$ cat src/dac_ctrl_pkg.sv
// Purpose: Shared constants and types for the converter control front end.
// Assumes: APB slave, 32-bit data, byte offsets as printed.
// Notes: Field positions and the control, calibration and bias reset values live here.
package dac_ctrl_pkg;
  localparam logic [11:0] OFF_CTRL = 12'h000;
  localparam logic [11:0] OFF_STATUS = 12'h004;
  localparam logic [11:0] OFF_CH0CTRL = 12'h008;
  localparam logic [11:0] OFF_CH1CTRL = 12'h00C;
  localparam logic [11:0] OFF_IEN = 12'h010;
  localparam logic [11:0] OFF_IF = 12'h014;
  localparam logic [11:0] OFF_IFS = 12'h018;
  localparam logic [11:0] OFF_IFC = 12'h01C;
  localparam logic [11:0] OFF_CH0VAL = 12'h020;
  localparam logic [11:0] OFF_CH1VAL = 12'h024;
  localparam logic [11:0] OFF_JOINT = 12'h028;
  localparam logic [11:0] OFF_CAL = 12'h02C;
  localparam logic [11:0] OFF_BIAS = 12'h030;
  localparam logic [11:0] OFF_AMPCTRL = 12'h054;
  localparam logic [11:0] OFF_AMPOFS = 12'h058;
  localparam logic [11:0] OFF_AMP0MUX = 12'h05C;
  localparam logic [11:0] OFF_AMP1MUX = 12'h060;
  localparam logic [11:0] OFF_AMP2MUX = 12'h064;
  // Control register field positions.
  localparam int CTRL_DIFFERENTIAL_PAIR = 0;
  localparam int CTRL_SINE = 1;
  localparam int CTRL_CONV_LO = 2;
  localparam int CTRL_OUT_LO = 4;
  localparam int CTRL_OUTEN = 6;
  localparam int CTRL_RST0 = 7;
  localparam int CTRL_REF_LO = 8;
  localparam int CTRL_DIV_LO = 16;
  localparam int CTRL_RFR_LO = 20;
  localparam logic [31:0] CTRL_MASK = 32'h0037_03FF;
  localparam logic [31:0] CTRL_RESET = 32'h0000_0010;
  // Channel control field positions.
  localparam int CH_EN = 0;
  localparam int CH_RFR = 1;
  localparam int CH_TRIGEN = 2;
  localparam int CH_SEL_LO = 4;
  localparam logic [31:0] CH_MASK = 32'h0000_0077;
  localparam logic [31:0] IF_MASK = 32'h0000_0033;
  localparam logic [31:0] VAL_MASK = 32'h0000_0FFF;
  localparam logic [31:0] CAL_RESET = 32'h0000_0000;
  localparam logic [31:0] BIAS_RESET = 32'h0000_0000;
  localparam logic [1:0] REF_BG1V25 = 2'h0;
  localparam logic [1:0] REF_BG2V5 = 2'h1;
  localparam logic [1:0] REF_SUPPLY = 2'h2;
  localparam int SINE_STEPS = 16;
  localparam int DIV_W = 7;
  localparam int RFR_BASE = 8;
  typedef enum logic [1:0] {
    CONV_CONTINUOUS = 2'b00,
    CONV_SAMPLE_HOLD = 2'b01,
    CONV_SAMPLE_OFF = 2'b10
  } conv_style_t;
  typedef struct packed {
    logic pending;
    logic start;
    logic [11:0] value;
  } chan_out_t;
endpackage

$ cat src/dac_digital_control.sv
// Purpose: Digital control and APB register front end of a two-channel converter.
// Assumes: One clock pclk at 40 MHz; event lines are asynchronous and synchronised here.
// Notes: Analog core sees value, start strobes, enables and mode fields on registered outputs.
// Notes on behaviour
// - Refresh period is 8, 16, 32 or 64 divided clock cycles by code.
// - Only channels with auto rewrite set get periodic refreshes.
// - Converter clock is peripheral clock divided by two to the exponent.
// - Reference code 0 is 1.25 V, 1 is 2.5 V, 2 supply; resets 0.
// - Divider restarts on each channel 0 start when restart bit set.
// - Outputs enabled always, or follow channel 1 event line when gated.
// - Routing 0 off, 1 pin, 2 internal, 3 both; resets to 1.
// - Conversion style 0 continuous, 1 sample hold, 2 shut off; resets 0.
// - Pending bit sets on value write to an enabled channel, clears when conversion consumes it; write wins same cycle.
// - Trigger selector bits 6:4 picks one of eight event lines.
// - Trigger enable clear: start on writes; set: event line replaces writes as start source.
// - Writing one to flag-set register sets the matching flag.
// - Writing one to flag-clear register clears the matching flag.
// - Waveform mode feeds channel 0 a 16-step sine while event line high.
// - Differential pair sources both outputs from channel 0 value.
// - Joint value write loads both values and starts enabled channels whose trigger enable is clear.
`timescale 1ns/1ps
`default_nettype none
module dac_digital_control
  import dac_ctrl_pkg::*;
(
  // APB slave
  input wire logic pclk,
  input wire logic presetn,
  input wire logic psel,
  input wire logic penable,
  input wire logic pwrite,
  input wire logic [11:0] paddr,
  input wire logic [31:0] pwdata,
  output logic [31:0] prdata,
  output logic pready,
  output logic pslverr,
  // Asynchronous event lines
  input wire logic [7:0] event_line,
  // Converter core side
  output chan_out_t ch0_out,
  output chan_out_t ch1_out,
  output logic [1:0] chan_enable,
  output logic out_enable,
  output logic [1:0] output_routing,
  output logic [1:0] reference_sel,
  output conv_style_t conversion_style,
  output logic differential_pair,
  output logic converter_clk_en,
  output logic [1:0] conv_done
);
  // ==========================================================
  // Event line synchronisers
  logic [7:0] ev_meta_q;
  logic [7:0] ev_sync_q;
  logic [7:0] ev_prev_q;
  always_ff @(posedge pclk or negedge presetn)
  begin
    if (!presetn)
    begin
      ev_meta_q <= 8'h00;
      ev_sync_q <= 8'h00;
      ev_prev_q <= 8'h00;
    end
    else
    begin
      ev_meta_q <= event_line;
      ev_sync_q <= ev_meta_q;
      ev_prev_q <= ev_sync_q;
    end
  end
  logic [7:0] ev_rise;
  assign ev_rise = ev_sync_q & ~ev_prev_q;

  // ==========================================================
  // Register bank
  logic [31:0] ctrl_q, ctrl_d;
  logic [31:0] chctl_q [2];
  logic [31:0] chctl_d [2];
  logic [31:0] ien_q, ien_d, flags_q, flags_d;
  logic [31:0] cal_q, cal_d, bias_q, bias_d;
  logic [31:0] amp_q [5];
  logic [31:0] amp_d [5];
  logic [11:0] val_q [2];
  logic [11:0] val_d [2];
  logic [1:0] pend_q, pend_d;
  logic [31:0] prdata_d;
  logic wr, rd, unmapped;
  assign wr = psel & penable & pwrite;
  assign rd = psel & penable & ~pwrite;

  logic [1:0] rfr_code;
  logic [3:0] div_exp;
  assign rfr_code = ctrl_q[CTRL_RFR_LO +: 2];
  assign div_exp = {1'b0, ctrl_q[CTRL_DIV_LO +: 3]};

  // Start requests per channel, computed below.
  logic [1:0] data_start, trig_start, rfr_start, start;
  logic [1:0] chan_en;
  assign chan_en = {chctl_q[1][CH_EN], chctl_q[0][CH_EN]};

  always_comb
  begin
    ctrl_d = ctrl_q;
    chctl_d = chctl_q;
    ien_d = ien_q;
    cal_d = cal_q;
    bias_d = bias_q;
    amp_d = amp_q;
    val_d = val_q;
    data_start = 2'b00;
    unmapped = 1'b0;
    if (wr)
    begin
      case (paddr)
        OFF_CTRL: ctrl_d = pwdata & CTRL_MASK;
        OFF_CH0CTRL: chctl_d[0] = pwdata & CH_MASK;
        OFF_CH1CTRL: chctl_d[1] = pwdata & CH_MASK;
        OFF_IEN: ien_d = pwdata & IF_MASK;
        OFF_CH0VAL:
        begin
          val_d[0] = pwdata[11:0];
          data_start[0] = 1'b1;
        end
        OFF_CH1VAL:
        begin
          val_d[1] = pwdata[11:0];
          data_start[1] = 1'b1;
        end
        OFF_JOINT:
        begin
          val_d[0] = pwdata[11:0];
          val_d[1] = pwdata[27:16];
          data_start = 2'b11;
        end
        OFF_CAL: cal_d = pwdata;
        OFF_BIAS: bias_d = pwdata;
        OFF_AMPCTRL: amp_d[0] = pwdata;
        OFF_AMPOFS: amp_d[1] = pwdata;
        OFF_AMP0MUX: amp_d[2] = pwdata;
        OFF_AMP1MUX: amp_d[3] = pwdata;
        OFF_AMP2MUX: amp_d[4] = pwdata;
        OFF_STATUS, OFF_IF, OFF_IFS, OFF_IFC: ;
        default: unmapped = 1'b1;
      endcase
    end
    data_start = data_start & chan_en;
  end

  // ==========================================================
  // Converter clock divider and refresh timer
  logic [DIV_W-1:0] div_q, div_d;
  logic [5:0] rfr_q, rfr_d;
  logic tick;
  logic [6:0] div_limit;
  assign div_limit = 7'((8'd1 << div_exp) - 8'd1);
  // Enable pulse every 2^exp peripheral cycles.
  assign tick = (div_q >= div_limit);
  logic [5:0] rfr_limit;
  assign rfr_limit = 6'((RFR_BASE << rfr_code) - 1);

  always_comb
  begin
    div_d = tick ? '0 : div_q + 7'd1;
    // Restart divider on channel 0 start.
    if (ctrl_q[CTRL_RST0] && start[0])
      div_d = '0;
    rfr_d = rfr_q;
    rfr_start = 2'b00;
    if (tick)
    begin
      if (rfr_q >= rfr_limit)
      begin
        rfr_d = '0;
        // Refresh only with auto rewrite set.
        rfr_start = {chctl_q[1][CH_RFR], chctl_q[0][CH_RFR]} & chan_en;
      end
      else
        rfr_d = rfr_q + 6'd1;
    end
  end

  // ==========================================================
  // Triggering, pending flags and sine table
  logic [3:0] sine_q, sine_d;
  logic [11:0] sine_val;
  logic sine_mode, sine_line, gate_line;
  assign sine_mode = ctrl_q[CTRL_SINE];
  assign sine_line = ev_sync_q[chctl_q[0][CH_SEL_LO +: 3]];
  assign gate_line = ev_sync_q[chctl_q[1][CH_SEL_LO +: 3]];

  always_comb
  begin
    case (sine_q)
      4'h0: sine_val = 12'h800;
      4'h1: sine_val = 12'hB0F;
      4'h2: sine_val = 12'hDA8;
      4'h3: sine_val = 12'hF64;
      4'h4: sine_val = 12'hFFF;
      4'h5: sine_val = 12'hF64;
      4'h6: sine_val = 12'hDA8;
      4'h7: sine_val = 12'hB0F;
      4'h8: sine_val = 12'h800;
      4'h9: sine_val = 12'h4F0;
      4'hA: sine_val = 12'h257;
      4'hB: sine_val = 12'h09B;
      4'hC: sine_val = 12'h000;
      4'hD: sine_val = 12'h09B;
      4'hE: sine_val = 12'h257;
      default: sine_val = 12'h4F0;
    endcase
  end

  genvar g;
  generate
    for (g = 0; g < 2; g++)
    begin : g_trig
      // Selected event line for this channel.
      // Event line replaces writes as start source.
      assign trig_start[g] = chctl_q[g][CH_TRIGEN] ? ev_rise[chctl_q[g][CH_SEL_LO +: 3]] : data_start[g];
    end
  endgenerate
  // Nothing starts on a disabled channel.
  assign start = (trig_start | rfr_start) & chan_en;

  always_comb
  begin
    flags_d = flags_q;
    if (wr && paddr == OFF_IFC)
      flags_d = flags_d & ~(pwdata & IF_MASK);
    // Write one sets a flag; hardware set wins below.
    if (wr && paddr == OFF_IFS)
      flags_d = flags_d | (pwdata & IF_MASK);
    flags_d[1:0] = flags_d[1:0] | start;
    // Set on write, cleared on consumption; write wins same cycle.
    pend_d = (pend_q & ~start) | data_start;
    sine_d = sine_q;
    // Advance only while the line is high, else back to zero phase.
    if (!sine_mode || !sine_line)
      sine_d = 4'h0;
    else if (tick)
      sine_d = 4'((sine_q + 4'd1) % SINE_STEPS);
  end

  // Read data is launched from the setup cycle so that it stands while pready is high.
  always_comb
  begin
    prdata_d = prdata;
    if (psel && !penable && !pwrite)
    begin
      case (paddr)
        OFF_CTRL: prdata_d = ctrl_q;
        OFF_STATUS: prdata_d = {30'h0, pend_q};
        OFF_CH0CTRL: prdata_d = chctl_q[0];
        OFF_CH1CTRL: prdata_d = chctl_q[1];
        OFF_IEN: prdata_d = ien_q;
        OFF_IF: prdata_d = flags_q;
        OFF_CH0VAL: prdata_d = {20'h0, val_q[0]};
        OFF_CH1VAL: prdata_d = {20'h0, val_q[1]};
        OFF_CAL: prdata_d = cal_q;
        OFF_BIAS: prdata_d = bias_q;
        OFF_AMPCTRL: prdata_d = amp_q[0];
        OFF_AMPOFS: prdata_d = amp_q[1];
        OFF_AMP0MUX: prdata_d = amp_q[2];
        OFF_AMP1MUX: prdata_d = amp_q[3];
        OFF_AMP2MUX: prdata_d = amp_q[4];
        // Joint register is write-only and reads zero.
        default: prdata_d = 32'h0000_0000;
      endcase
    end
  end
  logic rd_unmapped;
  assign rd_unmapped = rd && !(paddr inside {OFF_CTRL, OFF_STATUS, OFF_CH0CTRL, OFF_CH1CTRL, OFF_IEN, OFF_IF,
    OFF_IFS, OFF_IFC, OFF_CH0VAL, OFF_CH1VAL, OFF_JOINT, OFF_CAL, OFF_BIAS, OFF_AMPCTRL, OFF_AMPOFS,
    OFF_AMP0MUX, OFF_AMP1MUX, OFF_AMP2MUX});

  // ==========================================================
  // State registers and registered outputs
  logic [11:0] src0, src1;
  // Differential mode takes both outputs from channel 0.
  assign src0 = sine_mode ? sine_val : val_d[0];
  assign src1 = ctrl_q[CTRL_DIFFERENTIAL_PAIR] ? src0 : val_d[1];

  always_ff @(posedge pclk or negedge presetn)
  begin
    if (!presetn)
    begin
      ctrl_q <= CTRL_RESET;
      chctl_q[0] <= 32'h0000_0000;
      chctl_q[1] <= 32'h0000_0000;
      ien_q <= 32'h0000_0000;
      flags_q <= 32'h0000_0000;
      cal_q <= CAL_RESET;
      bias_q <= BIAS_RESET;
      for (int i = 0; i < 5; i++)
        amp_q[i] <= 32'h0000_0000;
      val_q[0] <= 12'h000;
      val_q[1] <= 12'h000;
      pend_q <= 2'b00;
      div_q <= '0;
      rfr_q <= 6'h00;
      sine_q <= 4'h0;
      prdata <= 32'h0000_0000;
      pready <= 1'b0;
      pslverr <= 1'b0;
      ch0_out <= '0;
      ch1_out <= '0;
      chan_enable <= 2'b00;
      out_enable <= 1'b0;
      output_routing <= 2'h1;
      reference_sel <= REF_BG1V25;
      conversion_style <= CONV_CONTINUOUS;
      differential_pair <= 1'b0;
      converter_clk_en <= 1'b0;
      conv_done <= 2'b00;
    end
    else
    begin
      ctrl_q <= ctrl_d;
      chctl_q <= chctl_d;
      ien_q <= ien_d;
      flags_q <= flags_d;
      cal_q <= cal_d;
      bias_q <= bias_d;
      amp_q <= amp_d;
      val_q <= val_d;
      pend_q <= pend_d;
      div_q <= div_d;
      rfr_q <= rfr_d;
      sine_q <= sine_d;
      prdata <= prdata_d;
      pready <= psel & ~penable;
      pslverr <= psel & ~penable & 1'b0;
      if (psel && !penable)
        pslverr <= 1'b0;
      if (unmapped || rd_unmapped)
        pslverr <= 1'b0;
      ch0_out <= '{pending: pend_d[0], start: start[0], value: src0};
      ch1_out <= '{pending: pend_d[1], start: start[1], value: src1};
      chan_enable <= chan_en;
      // Output enable gated by channel 1 event line.
      out_enable <= ~ctrl_q[CTRL_OUTEN] | gate_line;
      // Routing field to the analog side.
      output_routing <= ctrl_q[CTRL_OUT_LO +: 2];
      reference_sel <= ctrl_q[CTRL_REF_LO +: 2];
      conversion_style <= conv_style_t'(ctrl_q[CTRL_CONV_LO +: 2]);
      differential_pair <= ctrl_q[CTRL_DIFFERENTIAL_PAIR];
      converter_clk_en <= tick;
      conv_done <= start;
    end
  end
endmodule // dac_digital_control
`default_nettype wire

$ cat config.mk
export PLATFORM = sky130hd
export DESIGN_NAME = dac_digital_control
export DESIGN_NICKNAME = d
export VERILOG_FILES = /design/src/dac_ctrl_pkg.sv /design/src/dac_digital_control.sv
export SDC_FILE = /design/constraint.sdc
export NUM_CORES = 1
export LEC_CHECK = 0
export BUFFER_PORTS_ARGS = -buffer_cell sky130_fd_sc_hd__buf_2
export CAP_MARGIN = 20
export CELL_PAD_IN_SITES_DETAIL_PLACEMENT = 0
export CELL_PAD_IN_SITES_GLOBAL_PLACEMENT = 2
export CORE_ASPECT_RATIO = 0.7
export CORE_MARGIN = 2
export CORE_UTILIZATION = 45
export DETAILED_ROUTE_END_ITERATION = 8
export GPL_TIMING_DRIVEN = 1
export PLACE_DENSITY = 0.92
export RECOVER_POWER = 25
export SETUP_SLACK_MARGIN = 0.3
export SLEW_MARGIN = 15
export SYNTH_ARGS = -nofsm -noshare
export SYNTH_HDL_FRONTEND = slang
export SYNTH_SLANG_ARGS = --single-unit
$ cat constraint.sdc
create_clock -name pclk -period 6.47 [get_ports pclk]
set_input_delay 0.647 -clock pclk [delete_from_list [all_inputs] [get_ports pclk]]
set_output_delay 0.647 -clock pclk [all_outputs]
set_load 0.01 [all_outputs]
==> results.py <==
metrics = {
    "clock_tree": {
        "cts_resized": 0,
        "cts_sinks": 396,
        "cts_max_path_buffers": 3,
        "cts_buffers": 39,
        "clock_latency_ns": 0.55,
        "root_buffer": "clkbuf_16",
        "clk_pin_slew_worst_paths_ns": 0.06,
        "cts_setup_buffers": 0,
        "holdBufCountCts": 0,
        "htreeDepth": 2,
        "cts_tree": "done",
    },
    "timing": {
        "min_period_ns": 4.02,
        "finalSetupTns_ns": 0,
        "skew_ns": 0.0115,
        "rsz0062_at_grt": "false",
        "max_freq_ghz": 0.249,
        "post-route-period-util_pct": 62.2,
        "relSlewSlack_pct": -134,
        "setup_viol": 0,
        "slew_violations": 143,
        "hold_violations": 0,
        "tightest_slew_ns": 3.51,
    },
    "worst_setup_path": {
        "end_kind": "asynchronous set/reset pin",
        "crit_buf_inv": 2,
        "ff2ff_path_depth": 12,
        "cp.arrival_ns": 3.88,
        "reg2reg_from": "ctrl_q[18]$_DFFE_PN0P_",
        "crit_chain": "buf_8 > clkbuf_2",
        "crit_family": "buffers and inverters",
        "ff2ff_setup_slack_ns": 2.78,
        "cp.depth": 2,
        "startpoint_type": "input pin",
        "slowest_delay_ns": 2.46,
        "path_max_fanout": 142,
        "reg2reg_to": "flags_q[0]$_DFF_PN0_",
        "cp.required_ns": 6.33,
        "slowest_stage": "clkbuf_2",
        "path_class": "in -> async",
    },
    "power": {
        "intPower_mw": 3.95,
        "clockPowerShare_pct": 43.6,
        "pwr-share-seq_pct": 49.3,
        "power_density_mw_per_mm2": 257,
        "irDropWorstVdd_mv": 0.157,
        "report.power.total_mw": 5.23,
        "p_sw_mw": 1.28,
        "comb_power_share_pct": 7.1,
        "switching_share_pct": 24.5,
        "leakagePower_nw": 9.58,
    },
    "logic_synthesis": {
        "netlist_instances": 1438,
        "ys_ff_latch": 396,
        "netlist_area_mm2": 0.0180,
        "yosysWarnings": 0,
        "synth-edff-count": 0,
        "netlist_top_cells_area": "dfrtp_1, mux2_2, mux2_1",
        "synth_top_cell_by_area": "dfrtp_1",
        "ys_seq_area_share_pct": 55.0,
        "ys.flop_type": "dfrtp_1",
        "ys_types": 83,
        "synthArstFlopShare_pct": 100,
        "yosysTopAreaCellShare_pct": 54.7,
        "avgSynthCellArea_um2": 12.5,
        "postSynthNetCount": 1516,
    },
    "global_routing": {
        "grt_pass1_wl_um": 79800,
        "grt_start_max_net_pins": 143,
        "grt_pass1_vias": 12700,
        "grt_overflow": 0,
        "grt_use_total_pct": 25.2,
        "antenna_found_initial": 3,
    },
    "floorplan": {
        "die-height_um": 171,
        "io_pins": 132,
        "start_util_pct": 45.5,
        "std_cell_rows": 61,
        "core_mm2": 0.0396,
        "die_area_mm2": 0.0417,
        "die_x_um": 243,
    },
    "cells_and_area": {
        "fillers": 3454,
        "multi_input_area_mm2": 0.00755,
        "stdcell_count": 2079,
        "area.growth.synth_to_final_pct": 12.6,
        "nNetsFinal": 1592,
        "drive_gt1_share_pct": 31.4,
        "seq_area_mm2": 0.00991,
    },
    "placement": {
        "dp.cells": 2006,
        "place.port_buffers": 130,
        "hpwl_um": 33800,
        "gp_congestion": 0.867,
    },
    "routing": {
        "drt-total-wl_um": 51900,
        "drc_errors": 0,
        "post_drt_via_cell_ratio": 6.12,
        "first_iter_violations": 1199,
        "dr.pass1.iters": 5,
        "wire_per_inst_um": 25.0,
        "vias": 12700,
        "ant_nets": 0,
    },
    "run_status": {
        "outcome": "finished with violations",
        "violations": "max-capacitance violations, max-slew violations",
    },
    "min_path": {
        "hold_path_class": "in -> async",
    },
    "flow_run": {
        "cap_violations": 1,
    },
}
==> worst max path at each step <==
| stage | start | endpoint |
|---|---|---|
| after global placement | paddr[3] | amp_q[17]$_DFFE_PN0P_ |
| after CTS | ctrl_q[18]$_DFFE_PN0P_ | flags_q[0]$_DFF_PN0_ |
| after global routing | presetn | amp_q[114]$_DFFE_PN0P_ |
| after floorplan | ctrl_q[18]$_DFFE_PN0P_ | flags_q[0]$_DFF_PN0_ |
| final | presetn | amp_q[49]$_DFFE_PN0P_ |
| after detailed placement | paddr[3] | amp_q[6]$_DFFE_PN0P_ |
==> per-layer routing <==
metal | GRT usage [%] | part of all wire (%) | routed length, um | up-vias
met5 | 0 | 0.040 | 21 | -
met4 | 7.10 | 2.1 | 1100 | 4
met3 | 4.45 | 7.8 | 4070 | 87
met2 | 37.2 | 44 | 22600 | 507
met1 | 38.0 | 46 | 24100 | 6675
li1 | - | - | - | 5457
==> layout by cell type (no fill, tap or decap), types with 16 or more instances in the layout <==
cell and instances:
buf_2 128, a21oi_1 60, inv_1 17, nor2_1 64, a221oi_1 30, mux2_1 47
ha_1 21, clkbuf_16 40, o22ai_1 17, mux2_2 237, nand3_1 25, mux2i_1 32
buf_4 16, nand2_1 68, a22oi_1 68, o21ai_0 40, dfrtp_1 394
==> cells by family after synthesis <==
family | share of synthesized area (%)
DFF | 55.0
adders and majority gates | 1.46
xor gates and xnor gates | 0.534
AOI/OAI and AO/OA | 10.9
muxes | 20.9
buffers and inverters | 3.41
and+or+nand+nor | 7.76
other | 0.0208
==> through the flow <==
step           area (um2)  setup WS (ns)  utilization [%]  hold WS, ns
2_1_floorplan       18000           3.06                -        0.331
3_3_place_gp        19000           2.47             48.0        0.336
3_5_place_dp        19000           2.43             48.0        0.335
4_1_cts             20300           2.78             51.2        0.162
5_1_grt             20300           1.66             51.2        0.199
6_report            20300           2.45             51.2        0.108
==> cells in the mapped netlist, types with 11 or more instances <==
library cell	count
nand3_1	25
mux2i_1	32
clkbuf_1	62
mux2_1	47
inv_1	17
o22ai_1	17
buf_1	11
nor2b_1	11
buf_2	29
dfrtp_1	394
a221oi_1	30
a22oi_1	68
nor2_1	65
ha_1	21
o21ai_0	40
nand2_1	68
a21oi_1	60
mux2_2	237
==> flip-flops by register name (all words and copies together), names as in the netlist, 10 cells and up, named ones only <==
signal	cells
chctl_q	10
ch1_out	14
ctrl_q	15
prdata	32
ch0_out	12
amp_q	160
cal_q	32
bias_q	32
val_q	24
==> power groups by stage <==
stage	logic (mW)	registers, mW	clock network, mW
after floorplan	0.159	2.62	0
after global placement	0.361	2.62	0
after detailed placement	0.366	2.62	0
after CTS	0.367	2.58	2.31
after global routing	0.408	2.58	2.41
final	0.369	2.58	2.28
==> area by class of cell <==
type	count	area share [%]
inverters	18	0.333
clock buffers	57	5.59
well taps	535	3.30
diodes	2	0.0247
multi-input cells	909	37.2
flip-flops and latches	396	48.8
repair buffers	150	4.07
clock inverters	12	0.653
No activity file was read; power rests on OpenSTA's default activity.
